**src/fpc_pkg.sv**
```systemverilog
// Shared constants and types of the flash program controller.
// Assumes a single 200 MHz system clock and a plain register port.
package fpc_pkg;

	localparam int          ADDR_W            = 8;
	localparam logic [7:0]  OFS_MODE          = 8'h60;
	localparam logic [7:0]  OFS_CMD           = 8'h64;
	localparam logic [7:0]  OFS_STATUS        = 8'h68;
	localparam logic [7:0]  OFS_RSVD          = 8'h6C;

	localparam int          MODE_EOP_EN_BIT   = 0;
	localparam int          MODE_EOL_EN_BIT   = 1;
	localparam int          MODE_LOCKED_REGION_ERROR_EN_BIT = 2;
	localparam int          MODE_BAD_COMMAND_ERROR_EN_BIT = 3;
	localparam int          MODE_SKIP_PAGE_ERASE_BIT     = 7;
	localparam int          MODE_FWS_LSB      = 8;
	localparam int          MODE_TIMING_CYCLE_COUNT_LSB     = 16;
	localparam logic [31:0] MODE_RESET        = 32'h0000_0000;
	localparam logic [31:0] MODE_WMASK        = 32'h00FF_038F;

	localparam int          CMD_CODE_LSB      = 0;
	localparam int          CMD_PAGE_LSB      = 8;
	localparam int          CMD_KEY_LSB       = 24;
	localparam logic [7:0]  CMD_KEY           = 8'h5A;

	localparam int          STAT_EOP_BIT      = 0;
	localparam int          STAT_EOL_BIT      = 1;
	localparam int          STAT_LOCKED_REGION_ERROR_BIT    = 2;
	localparam int          STAT_BAD_COMMAND_ERROR_BIT    = 3;
	localparam int          STAT_LOCKS_LSB    = 16;

	localparam int          PAGE_W            = 10;
	localparam int          REGIONS           = 16;
	localparam int          REGION_SHIFT      = 6;

	typedef enum logic [3:0] {
		FPC_CMD_NONE  = 4'h0,
		FPC_CMD_WP    = 4'h1,
		FPC_CMD_SLB   = 4'h2,
		FPC_CMD_WPL   = 4'h3,
		FPC_CMD_CLB   = 4'h4,
		FPC_CMD_EA    = 4'h8
	} fpc_cmd_t;

	// Array operation codes handed to the flash macro
	typedef enum logic [2:0] {
		FPC_OP_IDLE,
		FPC_OP_ERASE_PAGE,
		FPC_OP_PROG_PAGE,
		FPC_OP_LOCK,
		FPC_OP_UNLOCK,
		FPC_OP_ERASE_ALL
	} fpc_op_t;

	// Access length per wait-state value
	localparam logic [2:0]  RD_CYC_0          = 3'h1;
	localparam logic [2:0]  RD_CYC_1          = 3'h2;
	localparam logic [2:0]  RD_CYC_2          = 3'h3;
	localparam logic [2:0]  RD_CYC_3          = 3'h4;
	localparam logic [2:0]  WR_CYC_0          = 3'h2;
	localparam logic [2:0]  WR_CYC_1          = 3'h3;
	localparam logic [2:0]  WR_CYC_2          = 3'h4;
	localparam logic [2:0]  WR_CYC_3          = 3'h4;

endpackage

```
**src/fpc_op_if.sv**
```systemverilog
// Request and completion wires between the sequencer and the op starter.
// Assumes both ends run on the same clock.
interface fpc_op_if;
	import fpc_pkg::*;
	logic                start;
	fpc_op_t             op;
	logic [PAGE_W-1:0]   page;
	logic                done;

	modport seq   (output start, output op, output page, input done);
	modport drv   (input start, input op, input page, output done);
endinterface

```
**src/fpc_top.sv**
```systemverilog
// Flash program controller: mode, command and status registers plus
// the sequencer that turns commands into array operations.
// Assumes a flash array that acknowledges each op with arr_rdy_i.
//
// How it works
// - Program done raises interrupt when enabled
// - Lock done raises interrupt when enabled
// - Lock error raises interrupt when enabled
// - Command error raises interrupt when enabled
// - Skip-erase bit chooses page pre-erase
// - Wait-state field sets access lengths
// - Code zero does nothing, no error
// - Code one programs the given page
// - Codes two/four lock/unlock page's region
// - Code three programs then locks region
// - Code eight erases all unless locked
// - Other codes start nothing, flag error
// - Page field bits 17:8, unused ignored
// - Key 0x5A required to start anything
// - Bad code or key sets error bit
// - Program done bit set on completion
// - Lock done bit set on completion
// - Lock error bit on locked target
// - Upper status bits show region locks
// - Status read clears flags and interrupt
// - Locked target leaves array untouched
// - No array access during lock ops
module fpc_top
	import fpc_pkg::*;
#(
	parameter logic [REGIONS-1:0] LOCK_INIT = '0 // Locks at reset
)
(
	input  wire logic                   sys_clk_i,   // System clock
	input  wire logic                   resetn_i,    // Async reset, low
	input  wire logic [fpc_pkg::ADDR_W-1:0] addr_i,  // Register offset
	input  wire logic [31:0]            wdata_i,     // Write data
	input  wire logic                   wr_i,        // Write strobe
	input  wire logic                   rd_i,        // Read strobe
	output logic      [31:0]            rdata_o,     // Read data
	output logic                        irq_o,       // Controller interrupt
	input  wire logic                   arr_rdy_i,   // Array op finished
	output logic                        arr_req_o,   // Array op request
	output fpc_pkg::fpc_op_t            arr_op_o,    // Array op code
	output logic [fpc_pkg::PAGE_W-1:0]  arr_page_o,  // Array page
	output logic                        arr_busy_o,  // Array access blocked
	output logic      [2:0]             rd_cyc_o,    // Read access cycles
	output logic      [2:0]             wr_cyc_o     // Write access cycles
);
	import fpc_pkg::*;

	////////////////////////////////////////////////////////////////////////
	// Reset release
	logic [1:0] rst_sync_ff;
	logic       rst_n;

	always_ff @(posedge sys_clk_i or negedge resetn_i)
	begin
		if (!resetn_i)
		begin
			rst_sync_ff <= 2'b00;
		end
		else
		begin
			rst_sync_ff <= {rst_sync_ff[0], 1'b1};
		end
	end
	assign rst_n = rst_sync_ff[1];

	////////////////////////////////////////////////////////////////////////
	// Sequencer state
	typedef enum logic [2:0] {
		S_IDLE,
		S_ERASE,
		S_PROG,
		S_LOCK,
		S_ERASE_ALL
	} fpc_state_t;

	typedef struct packed {
		fpc_state_t        state;
		logic [31:0]       mode;
		logic              eop;
		logic              lock_done_flag;
		logic              locked_region_error;
		logic              bad_command_error;
		logic [REGIONS-1:0] locks;
		logic [PAGE_W-1:0] page;
		logic              then_lock;
		logic              lock_set;
		logic              start;
		fpc_op_t           op;
		logic [31:0]       rdata;
		logic              irq;
		logic              busy;
	} fpc_top_t;

	fpc_top_t st_ff;
	fpc_top_t nxt_st;
	fpc_op_if op_bus ();

	// Lock region holding a page
	function automatic logic [3:0] region_of(input logic [PAGE_W-1:0] pg);
		region_of = pg[PAGE_W-1:REGION_SHIFT];
	endfunction

	logic              cmd_wr;
	logic [7:0]        cmd_key;
	logic [3:0]        cmd_code;
	logic [PAGE_W-1:0] cmd_page;
	logic              stat_rd;
	logic              op_done;

	assign cmd_wr   = wr_i && (addr_i == OFS_CMD);
	assign cmd_key  = wdata_i[CMD_KEY_LSB +: 8];
	assign cmd_code = wdata_i[CMD_CODE_LSB +: 4];
	assign cmd_page = wdata_i[CMD_PAGE_LSB +: PAGE_W];
	assign stat_rd  = rd_i && (addr_i == OFS_STATUS);
	assign op_done  = op_bus.done;

	////////////////////////////////////////////////////////////////////////
	// Next state
	always_comb
	begin
		nxt_st       = st_ff;
		nxt_st.start = 1'b0;
		nxt_st.rdata = 32'h0000_0000;

		// Read clears first so that same-cycle events survive
		if (stat_rd)
		begin
			nxt_st.eop   = 1'b0;
			nxt_st.lock_done_flag   = 1'b0;
			nxt_st.locked_region_error = 1'b0;
			nxt_st.bad_command_error = 1'b0;
		end

		if (wr_i && addr_i == OFS_MODE)
		begin
			nxt_st.mode = wdata_i & MODE_WMASK;
		end

		if (cmd_wr)
		begin
			if (cmd_key != CMD_KEY)
			begin
				nxt_st.bad_command_error = 1'b1;
			end
			else if (st_ff.state == S_IDLE)
			begin
				case (cmd_code)
					FPC_CMD_NONE:
					begin
						nxt_st.state = S_IDLE;
					end
					FPC_CMD_WP, FPC_CMD_WPL:
					begin
						if (st_ff.locks[region_of(cmd_page)])
						begin
							nxt_st.locked_region_error = 1'b1;
						end
						else
						begin
							nxt_st.eop       = 1'b0;
							nxt_st.page      = cmd_page;
							nxt_st.then_lock = (cmd_code == FPC_CMD_WPL);
							nxt_st.start     = 1'b1;
							if (st_ff.mode[MODE_SKIP_PAGE_ERASE_BIT])
							begin
								nxt_st.state = S_PROG;
								nxt_st.op    = FPC_OP_PROG_PAGE;
							end
							else
							begin
								nxt_st.state = S_ERASE;
								nxt_st.op    = FPC_OP_ERASE_PAGE;
							end
						end
					end
					FPC_CMD_SLB, FPC_CMD_CLB:
					begin
						nxt_st.lock_done_flag      = 1'b0;
						nxt_st.page     = cmd_page;
						nxt_st.lock_set = (cmd_code == FPC_CMD_SLB);
						nxt_st.start    = 1'b1;
						nxt_st.state    = S_LOCK;
						nxt_st.op       = (cmd_code == FPC_CMD_SLB) ?
							FPC_OP_LOCK : FPC_OP_UNLOCK;
					end
					FPC_CMD_EA:
					begin
						if (|st_ff.locks)
						begin
							nxt_st.locked_region_error = 1'b1;
						end
						else
						begin
							nxt_st.eop   = 1'b0;
							nxt_st.start = 1'b1;
							nxt_st.state = S_ERASE_ALL;
							nxt_st.op    = FPC_OP_ERASE_ALL;
						end
					end
					default:
					begin
						nxt_st.bad_command_error = 1'b1;
					end
				endcase
			end
		end

		case (st_ff.state)
			S_ERASE:
			begin
				if (op_done)
				begin
					nxt_st.start = 1'b1;
					nxt_st.op    = FPC_OP_PROG_PAGE;
					nxt_st.state = S_PROG;
				end
			end
			S_PROG:
			begin
				if (op_done)
				begin
					nxt_st.eop = 1'b1;
					if (st_ff.then_lock)
					begin
						nxt_st.start    = 1'b1;
						nxt_st.lock_set = 1'b1;
						nxt_st.lock_done_flag      = 1'b0;
						nxt_st.op       = FPC_OP_LOCK;
						nxt_st.state    = S_LOCK;
					end
					else
					begin
						nxt_st.state = S_IDLE;
					end
				end
			end
			S_LOCK:
			begin
				if (op_done)
				begin
					nxt_st.lock_done_flag = 1'b1;
					nxt_st.locks[region_of(st_ff.page)] = st_ff.lock_set;
					nxt_st.state = S_IDLE;
				end
			end
			S_ERASE_ALL:
			begin
				if (op_done)
				begin
					nxt_st.eop   = 1'b1;
					nxt_st.state = S_IDLE;
				end
			end
			default:
			begin
				// Idle: the command decode above picks the next op
			end
		endcase

		nxt_st.busy = (nxt_st.state == S_LOCK);

		// Register reads; command and reserved slots read zero
		if (rd_i)
		begin
			if (addr_i == OFS_MODE)
			begin
				nxt_st.rdata = st_ff.mode;
			end
			else if (addr_i == OFS_STATUS)
			begin
				nxt_st.rdata = 32'h0000_0000;
				nxt_st.rdata[STAT_LOCKS_LSB +: REGIONS] = st_ff.locks;
				nxt_st.rdata[STAT_EOP_BIT]   = st_ff.eop;
				nxt_st.rdata[STAT_EOL_BIT]   = st_ff.lock_done_flag;
				nxt_st.rdata[STAT_LOCKED_REGION_ERROR_BIT] = st_ff.locked_region_error;
				nxt_st.rdata[STAT_BAD_COMMAND_ERROR_BIT] = st_ff.bad_command_error;
			end
			else
			begin
				nxt_st.rdata = 32'h0000_0000;
			end
		end

		nxt_st.irq = (nxt_st.eop   && nxt_st.mode[MODE_EOP_EN_BIT])
		          || (nxt_st.lock_done_flag   && nxt_st.mode[MODE_EOL_EN_BIT])
		          || (nxt_st.locked_region_error && nxt_st.mode[MODE_LOCKED_REGION_ERROR_EN_BIT])
		          || (nxt_st.bad_command_error && nxt_st.mode[MODE_BAD_COMMAND_ERROR_EN_BIT]);
	end

	////////////////////////////////////////////////////////////////////////
	// State register
	always_ff @(posedge sys_clk_i or negedge rst_n)
	begin
		if (!rst_n)
		begin
			st_ff <= '{state: S_IDLE, mode: MODE_RESET, eop: 1'b0, lock_done_flag: 1'b0,
				locked_region_error: 1'b0, bad_command_error: 1'b0, locks: LOCK_INIT, page: '0,
				then_lock: 1'b0, lock_set: 1'b0, start: 1'b0,
				op: FPC_OP_IDLE, rdata: 32'h0000_0000, irq: 1'b0, busy: 1'b0};
		end
		else
		begin
			st_ff <= nxt_st;
		end
	end

	assign op_bus.start = st_ff.start;
	assign op_bus.op    = st_ff.op;
	assign op_bus.page  = st_ff.page;

	////////////////////////////////////////////////////////////////////////
	// Submodules
	fpc_op_driver u_drv (
		.clk_i      (sys_clk_i),
		.rst_n_i    (rst_n),
		.op_if      (op_bus),
		.arr_rdy_i  (arr_rdy_i),
		.arr_req_o  (arr_req_o),
		.arr_op_o   (arr_op_o),
		.arr_page_o (arr_page_o)
	);

	fpc_wait_state u_ws (
		.clk_i    (sys_clk_i),
		.rst_n_i  (rst_n),
		.fws_i    (st_ff.mode[MODE_FWS_LSB +: 2]),
		.rd_cyc_o (rd_cyc_o),
		.wr_cyc_o (wr_cyc_o)
	);

	assign rdata_o    = st_ff.rdata;
	assign irq_o      = st_ff.irq;
	assign arr_busy_o = st_ff.busy;
endmodule

```
**src/fpc_wait_state.sv**
```systemverilog
// Decodes the wait-state field into read and write access lengths.
// Assumes the mode register value is stable between writes.
module fpc_wait_state
	import fpc_pkg::*;
(
	input  wire logic       clk_i,   // System clock
	input  wire logic       rst_n_i, // Synchronised reset
	input  wire logic [1:0] fws_i,   // Wait-state field
	output logic      [2:0] rd_cyc_o, // Read access cycles
	output logic      [2:0] wr_cyc_o  // Write access cycles
);
	typedef struct packed {
		logic [2:0] rd;
		logic [2:0] wr;
	} fpc_ws_t;

	fpc_ws_t st_ff;
	fpc_ws_t nxt_st;

	always_comb
	begin
		nxt_st = st_ff;
		case (fws_i)
			2'd0:
			begin
				nxt_st.rd = RD_CYC_0;
				nxt_st.wr = WR_CYC_0;
			end
			2'd1:
			begin
				nxt_st.rd = RD_CYC_1;
				nxt_st.wr = WR_CYC_1;
			end
			2'd2:
			begin
				nxt_st.rd = RD_CYC_2;
				nxt_st.wr = WR_CYC_2;
			end
			default:
			begin
				nxt_st.rd = RD_CYC_3;
				nxt_st.wr = WR_CYC_3;
			end
		endcase
	end

	always_ff @(posedge clk_i or negedge rst_n_i)
	begin
		if (!rst_n_i)
		begin
			st_ff <= '{rd: RD_CYC_0, wr: WR_CYC_0};
		end
		else
		begin
			st_ff <= nxt_st;
		end
	end

	assign rd_cyc_o = st_ff.rd;
	assign wr_cyc_o = st_ff.wr;
endmodule

```
**src/fpc_op_driver.sv**
```systemverilog
// Drives one array operation to the flash and reports its completion.
// Assumes the array answers each request with a one-cycle ready pulse.
module fpc_op_driver
	import fpc_pkg::*;
(
	input  wire logic                clk_i,     // System clock
	input  wire logic                rst_n_i,   // Synchronised reset
	fpc_op_if.drv                    op_if,     // Sequencer side
	input  wire logic                arr_rdy_i, // Array finished op
	output logic                     arr_req_o, // Array request level
	output fpc_op_t                  arr_op_o,  // Array op code
	output logic [PAGE_W-1:0]        arr_page_o // Array page
);
	typedef struct packed {
		logic              req;
		fpc_op_t           op;
		logic [PAGE_W-1:0] page;
		logic              done;
	} fpc_drv_t;

	fpc_drv_t st_ff;
	fpc_drv_t nxt_st;

	always_comb
	begin
		nxt_st      = st_ff;
		nxt_st.done = 1'b0;
		if (op_if.start && !st_ff.req)
		begin
			nxt_st.req  = 1'b1;
			nxt_st.op   = op_if.op;
			nxt_st.page = op_if.page;
		end
		else if (st_ff.req && arr_rdy_i)
		begin
			nxt_st.req  = 1'b0;
			nxt_st.op   = FPC_OP_IDLE;
			nxt_st.done = 1'b1;
		end
	end

	always_ff @(posedge clk_i or negedge rst_n_i)
	begin
		if (!rst_n_i)
		begin
			st_ff <= '{req: 1'b0, op: FPC_OP_IDLE, page: '0, done: 1'b0};
		end
		else
		begin
			st_ff <= nxt_st;
		end
	end

	assign op_if.done = st_ff.done;
	assign arr_req_o  = st_ff.req;
	assign arr_op_o   = st_ff.op;
	assign arr_page_o = st_ff.page;
endmodule

```
**config.mk**
```make
export PLATFORM = sky130hd
export DESIGN_NAME = fpc_top
export DESIGN_NICKNAME = d
export VERILOG_FILES = /design/src/fpc_pkg.sv /design/src/fpc_op_if.sv /design/src/fpc_top.sv /design/src/fpc_wait_state.sv /design/src/fpc_op_driver.sv
export SDC_FILE = /design/constraint.sdc
export NUM_CORES = 1
export LEC_CHECK = 0
export ABC_CLOCK_PERIOD_IN_PS = 5500
export BUFFER_PORTS_ARGS = -buffer_cell sky130_fd_sc_hd__buf_2
export CAP_MARGIN = 20
export CORE_UTILIZATION = 35
export CTS_BUF_LIST = sky130_fd_sc_hd__clkbuf_8
export CTS_CLUSTER_DIAMETER = 50
export DETAILED_ROUTE_END_ITERATION = 10
export PLACE_DENSITY_LB_ADDON = 0.15
export SKIP_CTS_REPAIR_TIMING = 1
export SLEW_MARGIN = 20
export SYNTH_ARGS = -nofsm -noshare
export SYNTH_HDL_FRONTEND = slang
export SYNTH_SLANG_ARGS = --single-unit
export TNS_END_PERCENT = 5
```
**constraint.sdc**
```tcl
create_clock -name sys_clk_i -period 5.5 [get_ports sys_clk_i]
set_input_delay 1.65 -clock sys_clk_i [delete_from_list [all_inputs] [get_ports sys_clk_i]]
set_output_delay 1.65 -clock sys_clk_i [all_outputs]
set_load 0.03 [all_outputs]
```
# [Word-level counts from Yosys, hierarchy flattened]
# Cells that the tools add are included.
# Widths: inputs -> output; s select.
[word_totals] ff_bits=111 input_bits=45 output_inout_bits=54 wordCells=132
[classes] magnitude_cmp=3 n_eq_ne=17 n_mux=60 bitwise_logic=2 n_reduce_logical=27
[ops] operator="$mux 32" n=3
[ops] operator="$mux 4" n=9
[ops] operator="$mux 3" n=10
[ops] operator="$mux 5" n=5
[ops] operator="$eq 8x7->1 const B" n=3
[ops] operator="$pmux 10 s2" n=1
[ops] operator="$pmux 6 s3" n=1
[ops] operator="$bwmux 16" n=1
[ops] operator="$mux 1" n=16
[ops] operator="$reduce_or 16->1" n=1
[ops] operator="$pmux 3 s4" n=1
[ops] operator="$pmux 4 s3" n=1
[ops] operator="$mux 11" n=1
[ops] operator="$logic_and 1x1->1" n=10
[ops] operator="$lt 4x5->1 const B" n=2
[ops] operator="$reduce_and 5->1" n=2
[ops] operator="$eq 3x2->1 const B" n=3
[ops] operator="$pmux 3 s3" n=1
[ops] operator="$eq 4x2->1 const B" n=2
[ops] operator="$ne 8x7->1 const B" n=1
[ops] operator="$pmux 1 s2" n=4
[ops] operator="$pmux 4 s2" n=1
[ops] operator="$mux 2" n=3
[ops] operator="$reduce_or 2->1" n=3
[ops] operator="20 further kinds" n=24

# [Longest topological paths before layout]
[logic_depth] depth_word=15 mapped_depth=8 mapped_depth_nobuf=6

# [Cells and area by module]
# A second synthesis with hierarchy kept.
[hier_totals] hier_cells=425 area_unflattened_um2=4943.5
[modules_own_cells] module="fpc_top" instances=1 cells_each=371 area_per_inst_um2=4047.6 seq_area_each_um2=2026.9
[modules_own_cells] module="fpc_op_driver" instances=1 cells_each=38 area_per_inst_um2=646.9 seq_area_each_um2=375.4
[modules_own_cells] module="fpc_wait_state" instances=1 cells_each=16 area_per_inst_um2=249.0 seq_area_each_um2=152.6

# [Least setup slack after synthesis]
# No wires, ideal clock.
[synth_path] path_type="input -> register" from="in wdata_i[1]" to="reg st_ff (netlist bit op_bus.op[2])" setup_ns=0.126 t_arrival_ns=3.310 required_time_ns=5.374 path_slack_ns=2.064 cell_stages=7 path_buffers=1 cell_sequence="buf_6 > or2_4 > maj3_2 > or4_4 > a2111oi_4 > nor2_2 > a21boi_1"
[synth_rtl] item="start, declared" line_no="fpc_top.sv:37" text="input wire logic [31:0] wdata_i,"
[synth_rtl] item="end signal, assigned" line_no="fpc_top.sv:300" text="st_ff <= '{state: S_IDLE, mode: MODE_RESET, eop: 1'b0, lock_done_flag: 1'b0,"
[synth_rtl] item="end signal, assigned" line_no="fpc_top.sv:307" text="st_ff <= nxt_st;"
[synth_rtl] item="end, declared" line_no="fpc_top.sv:98" text="fpc_top_t st_ff;"

# [Worst setup path after layout]
[layout_path] from="in addr_i[3] in the netlist's numbering" to="reg st_ff (netlist bit op_bus.page[0])"
[layout_between] elab_chain_cells=3
[layout_rtl] item="start, declared" line_no="fpc_top.sv:36" text="input wire logic [fpc_pkg::ADDR_W-1:0] addr_i,"
[layout_rtl] item="$eq 8x7->1" line_no="fpc_top.sv:114" text="assign cmd_wr = wr_i && (addr_i == OFS_CMD);"
[layout_rtl] item="$logic_and 1x1->1" line_no="fpc_top.sv:114"
[layout_rtl] item="$reduce_and 5->1 (no source line)"
# No other way between the ends.
# A chain may end at the register's enable or synchronous reset.

==> metrics.log <==
INFO  metric count_of_vias_placed_by_the_detailed_router = approximately 3,300
INFO  metric rsz0062_at_grt = false
INFO  metric clock_tree_from_tritoncts = yes
INFO  metric totalPowerFinal = approximately 1.4 mW
INFO  metric fin_cells = between 600 and 700
INFO  metric report.final.slew_viol_count = 0
INFO  metric path_cells = buf_2 > nor2b_1 > nand4_2 > nor4_2 > nor2b_1 > buf_4 > mux2_2
INFO  metric global_route_wire_length_before_repair = around 17 mm
INFO  metric tightestPinTransition = approximately 0.82 ns
INFO  metric postSynthAreaPerCell = around 12 um2
INFO  metric setup_viol_count_final = 0
INFO  metric clk_transition_reported_paths = roughly 0.090 ns
INFO  metric detail_route.first_pass.iterations = 5
INFO  metric max-clock-path-buffers = 2
INFO  metric final_period_minus_worst_setup_slack = between 3 and 4 ns
INFO  metric dp_hpwl = 7.56 mm
INFO  metric design.die.area = 0.0145 mm2
INFO  metric placed_cells = 649
INFO  metric final_hold_viol_count = 0
INFO  metric num-fill-cells = approximately 1,300
INFO  metric final_worst_slack = just under 2 ns
INFO  metric detailedRoute.firstIterationViolations = 185
INFO  metric insertion_delay = ~0.37 ns
INFO  metric worstPathMaxFanout = 25
INFO  metric run_status = completed
INFO  metric critical_path.max_stage_delay = between 0.5 and 0.6 ns
INFO  metric ctsHtreeMaxLevel = 3
INFO  metric first_global_vias = 3,149
INFO  metric io-pin-count = 99
INFO  metric muxShareOfSynthArea = between 15 and 20%
INFO  metric post_dr_wirelength_cell = 15.7 um
INFO  metric grt_use_total = between 15 and 20%
INFO  metric drt.antenna.violating_nets = 0
INFO  metric fmax = 283 MHz
INFO  metric combinational_family_with_the_most_area_after_synthesis = simple AND/OR/NAND/NOR gates
INFO  metric synth-compound-area-share = 6.46%
INFO  metric gp_routability_congestion = ~0.83
INFO  metric post-route-drc-count = 0
INFO  metric fp.dieH = between 100 and 150 um
INFO  metric place.port_buffers = between 80 and 90
INFO  metric critPathMostFrequentCell = nor2b_1
INFO  metric area_delta_synth_final = 11.0%
INFO  metric die_x = 120 um
INFO  metric synthSimpleGateAreaFrac = ~16%
INFO  metric starting_density_of_the_core = roughly 36%
INFO  metric worst-endpoint-required = about 5.8 ns
INFO  metric grt.overflow.total = 0
INFO  metric worstPathArrival = around 3.8 ns
INFO  metric finalInstanceArea = roughly 0.0054 mm2
INFO  metric synth_top_flop_cell = dfrtp_1
INFO  metric power_dens_cells = between 200 and 300 mW/mm2
INFO  metric placedInstanceArea = between 0.005 and 0.006 mm2
INFO  metric number_of_placement_rows = between 40 and 50
INFO  metric synth.lib_cells_used.distinct = 57
INFO  metric max_cap_violations = 0
INFO  metric worst_setup_path_end_kind = flop
INFO  metric ys_ff_latch = between 100 and 150
INFO  metric mostFrequentLayoutCell = dfrtp_1
INFO  metric clock_sink_count = ~100
INFO  metric synth-edff-count = 0
INFO  metric yosysWarnings = 0
INFO  metric fin_hold_ws = roughly 0.27 ns
INFO  metric total_leakage_power = between 2 and 3 nW
INFO  metric slowest_stage = nor4_2
INFO  metric synthesis.instances = around 430
INFO  metric drt_wl_total = around 10 mm
INFO  metric final_net_count = between 500 and 600
INFO  metric totalNegativeSetupSlack = 0 ns
INFO  metric initial_antenna_violation_count = 0
INFO  metric utilization = between 40% and 50%
INFO  metric mostFrequentLayoutCells = dfrtp_1, buf_2, mux2_2
INFO  metric antenna_cells_inserted = 0
INFO  metric route.detailed.vias_per_inst = 4.90
INFO  metric hold_path.class = reg -> async
INFO  metric root_buffer = clkbuf_8
INFO  metric synth-xor-area-share = 0.357%
INFO  metric share_of_async_settable_or_async_resettable_flops_after_synthesis = 100%
INFO  metric vdd.ir_drop.worst = 121 uV
INFO  metric final_min_period_over_clock_period = ~64%
INFO  metric timing.slew.headroom = roughly 45%
INFO  metric synth_area_in_adders = ~1.5%
INFO  metric worst_setup_path_start_kind = input pin
INFO  metric preCtsSetupSlack = 1.60 ns
INFO  metric worstSetupPathType = in -> reg
INFO  metric cts_made_buffers = 9
INFO  metric clock-skew-final = about 0.0075 ns
INFO  metric cell_area_after_technology_mapping = between 0.004 and 0.005 mm2
INFO  metric floorplan.core_area = approximately 0.013 mm2
INFO  metric grt_start_max_net_pins = between 60 and 70
INFO  metric layout-drive-gt1-share = around a third
INFO  metric seq_area_frac_synth = between 50 and 60%
-- synth_stat cells, drive strengths merged (2+ instances only) --
cell type	number	area share (%)
and3b	2	0.36
dfrtp	100	51
nand3b	2	0.31
and2	5	0.64
nand4	7	1.0
ha	5	1.3
nand2b	5	0.64
or3	5	0.64
a32o	2	0.41
nor3	7	0.71
inv	7	0.54
or3b	2	0.36
or2	6	0.82
a31oi	6	0.77
a21oi	7	0.71
mux2	49	11
o31ai	3	0.46
nor3b	2	0.31
nand3	8	0.82
a22o	3	0.54
conb	2	0.15
dfstp	2	1.1
mux2i	22	4.5
xor2	2	0.36
a22oi	4	0.61
nor4bb	2	0.41
clkbuf	8	0.61
nor2	47	3.6
nor4	7	1.0
and3	9	1.1
nand2	14	1.1
nor2b	7	0.89
buf	42	6.4
o21ai	9	0.92
-- worst paths after layout --
kind,from,end,slack (ns),cells past startpoint
setup reg to reg,st_ff[103],op_bus.page[0],3.14,5
setup / recovery,addr_i[3],op_bus.page[0],1.96,7
max in group asynchronous,rst_sync_ff[1],st_ff[89],4.04,1
hold reg to reg,rst_sync_ff[1],op_bus.page[1],0.27,0
hold / removal,rst_sync_ff[1],op_bus.page[1],0.27,0
min in group sys_clk_i,rst_sync_ff[0],rst_sync_ff[1],0.35,0
-- flip-flops by register name, summed over array words and instances, names as in the netlist --
name / cells
u_ws.wr_cyc_o: 3
op_bus.op: 3
op_bus.page: 10
u_drv.arr_req_o: 1
st_ff: 40
u_drv.op_if.done: 1
rst_sync_ff: 2
irq_o: 1
u_drv.arr_op_o: 3
u_ws.rd_cyc_o: 3
op_bus.start: 1
u_drv.arr_page_o: 10
arr_busy_o: 1
rdata_o: 23
-- where the power goes --
part / internal [mW] / leakage (nW) / switching [mW]
combinational: 0.0474 / 1.28 / 0.0914
sequential: 0.770 / 1.37 / 0.0181
clock: 0.177 / 0.101 / 0.258
-- cell type report --
class,instances,area [um2],area share (%)
clock buffers,10,138,2.53
clock inverters,6,37.5,0.690
inverters,7,26.3,0.483
multi-input cells,275,2010,36.9
flip-flops and latches,102,2560,47.0
well taps,176,220,4.05
repair buffers,89,453,8.32
-- worst max-delay path: cells and delay by family --
kind	cells	cell delay, ns
and+or+nand+nor	4	1.29
buffers and inverters	2	0.49
muxes	1	0.35
-- kinds of logic (layout without fill, tap and decap cells) --
group,count (synthesis),after routing
adders and majority gates,6,6
muxes,71,71
and+or+nand+nor,142,142
AOI/OAI and AO/OA,44,44
DFF,102,102
buffers and inverters,57,112
other,2,10
xor gates and xnor gates,2,2
-- routing by layer --
| layer | part of all wire [%] | routed length (um) | vias up | track usage [%] |
|---|---|---|---|---|
| met1 | 50 | 5230 | 1592 | 20.9 |
| met5 | 0 | 0 | - | 0 |
| met2 | 44 | 4540 | 83 | 22.6 |
| met3 | 4.2 | 437 | 13 | 3.30 |
| li1 | - | - | 1570 | - |
| met4 | 2.1 | 214 | 0 | 6.40 |
No activity file was read; power rests on OpenSTA's default activity.
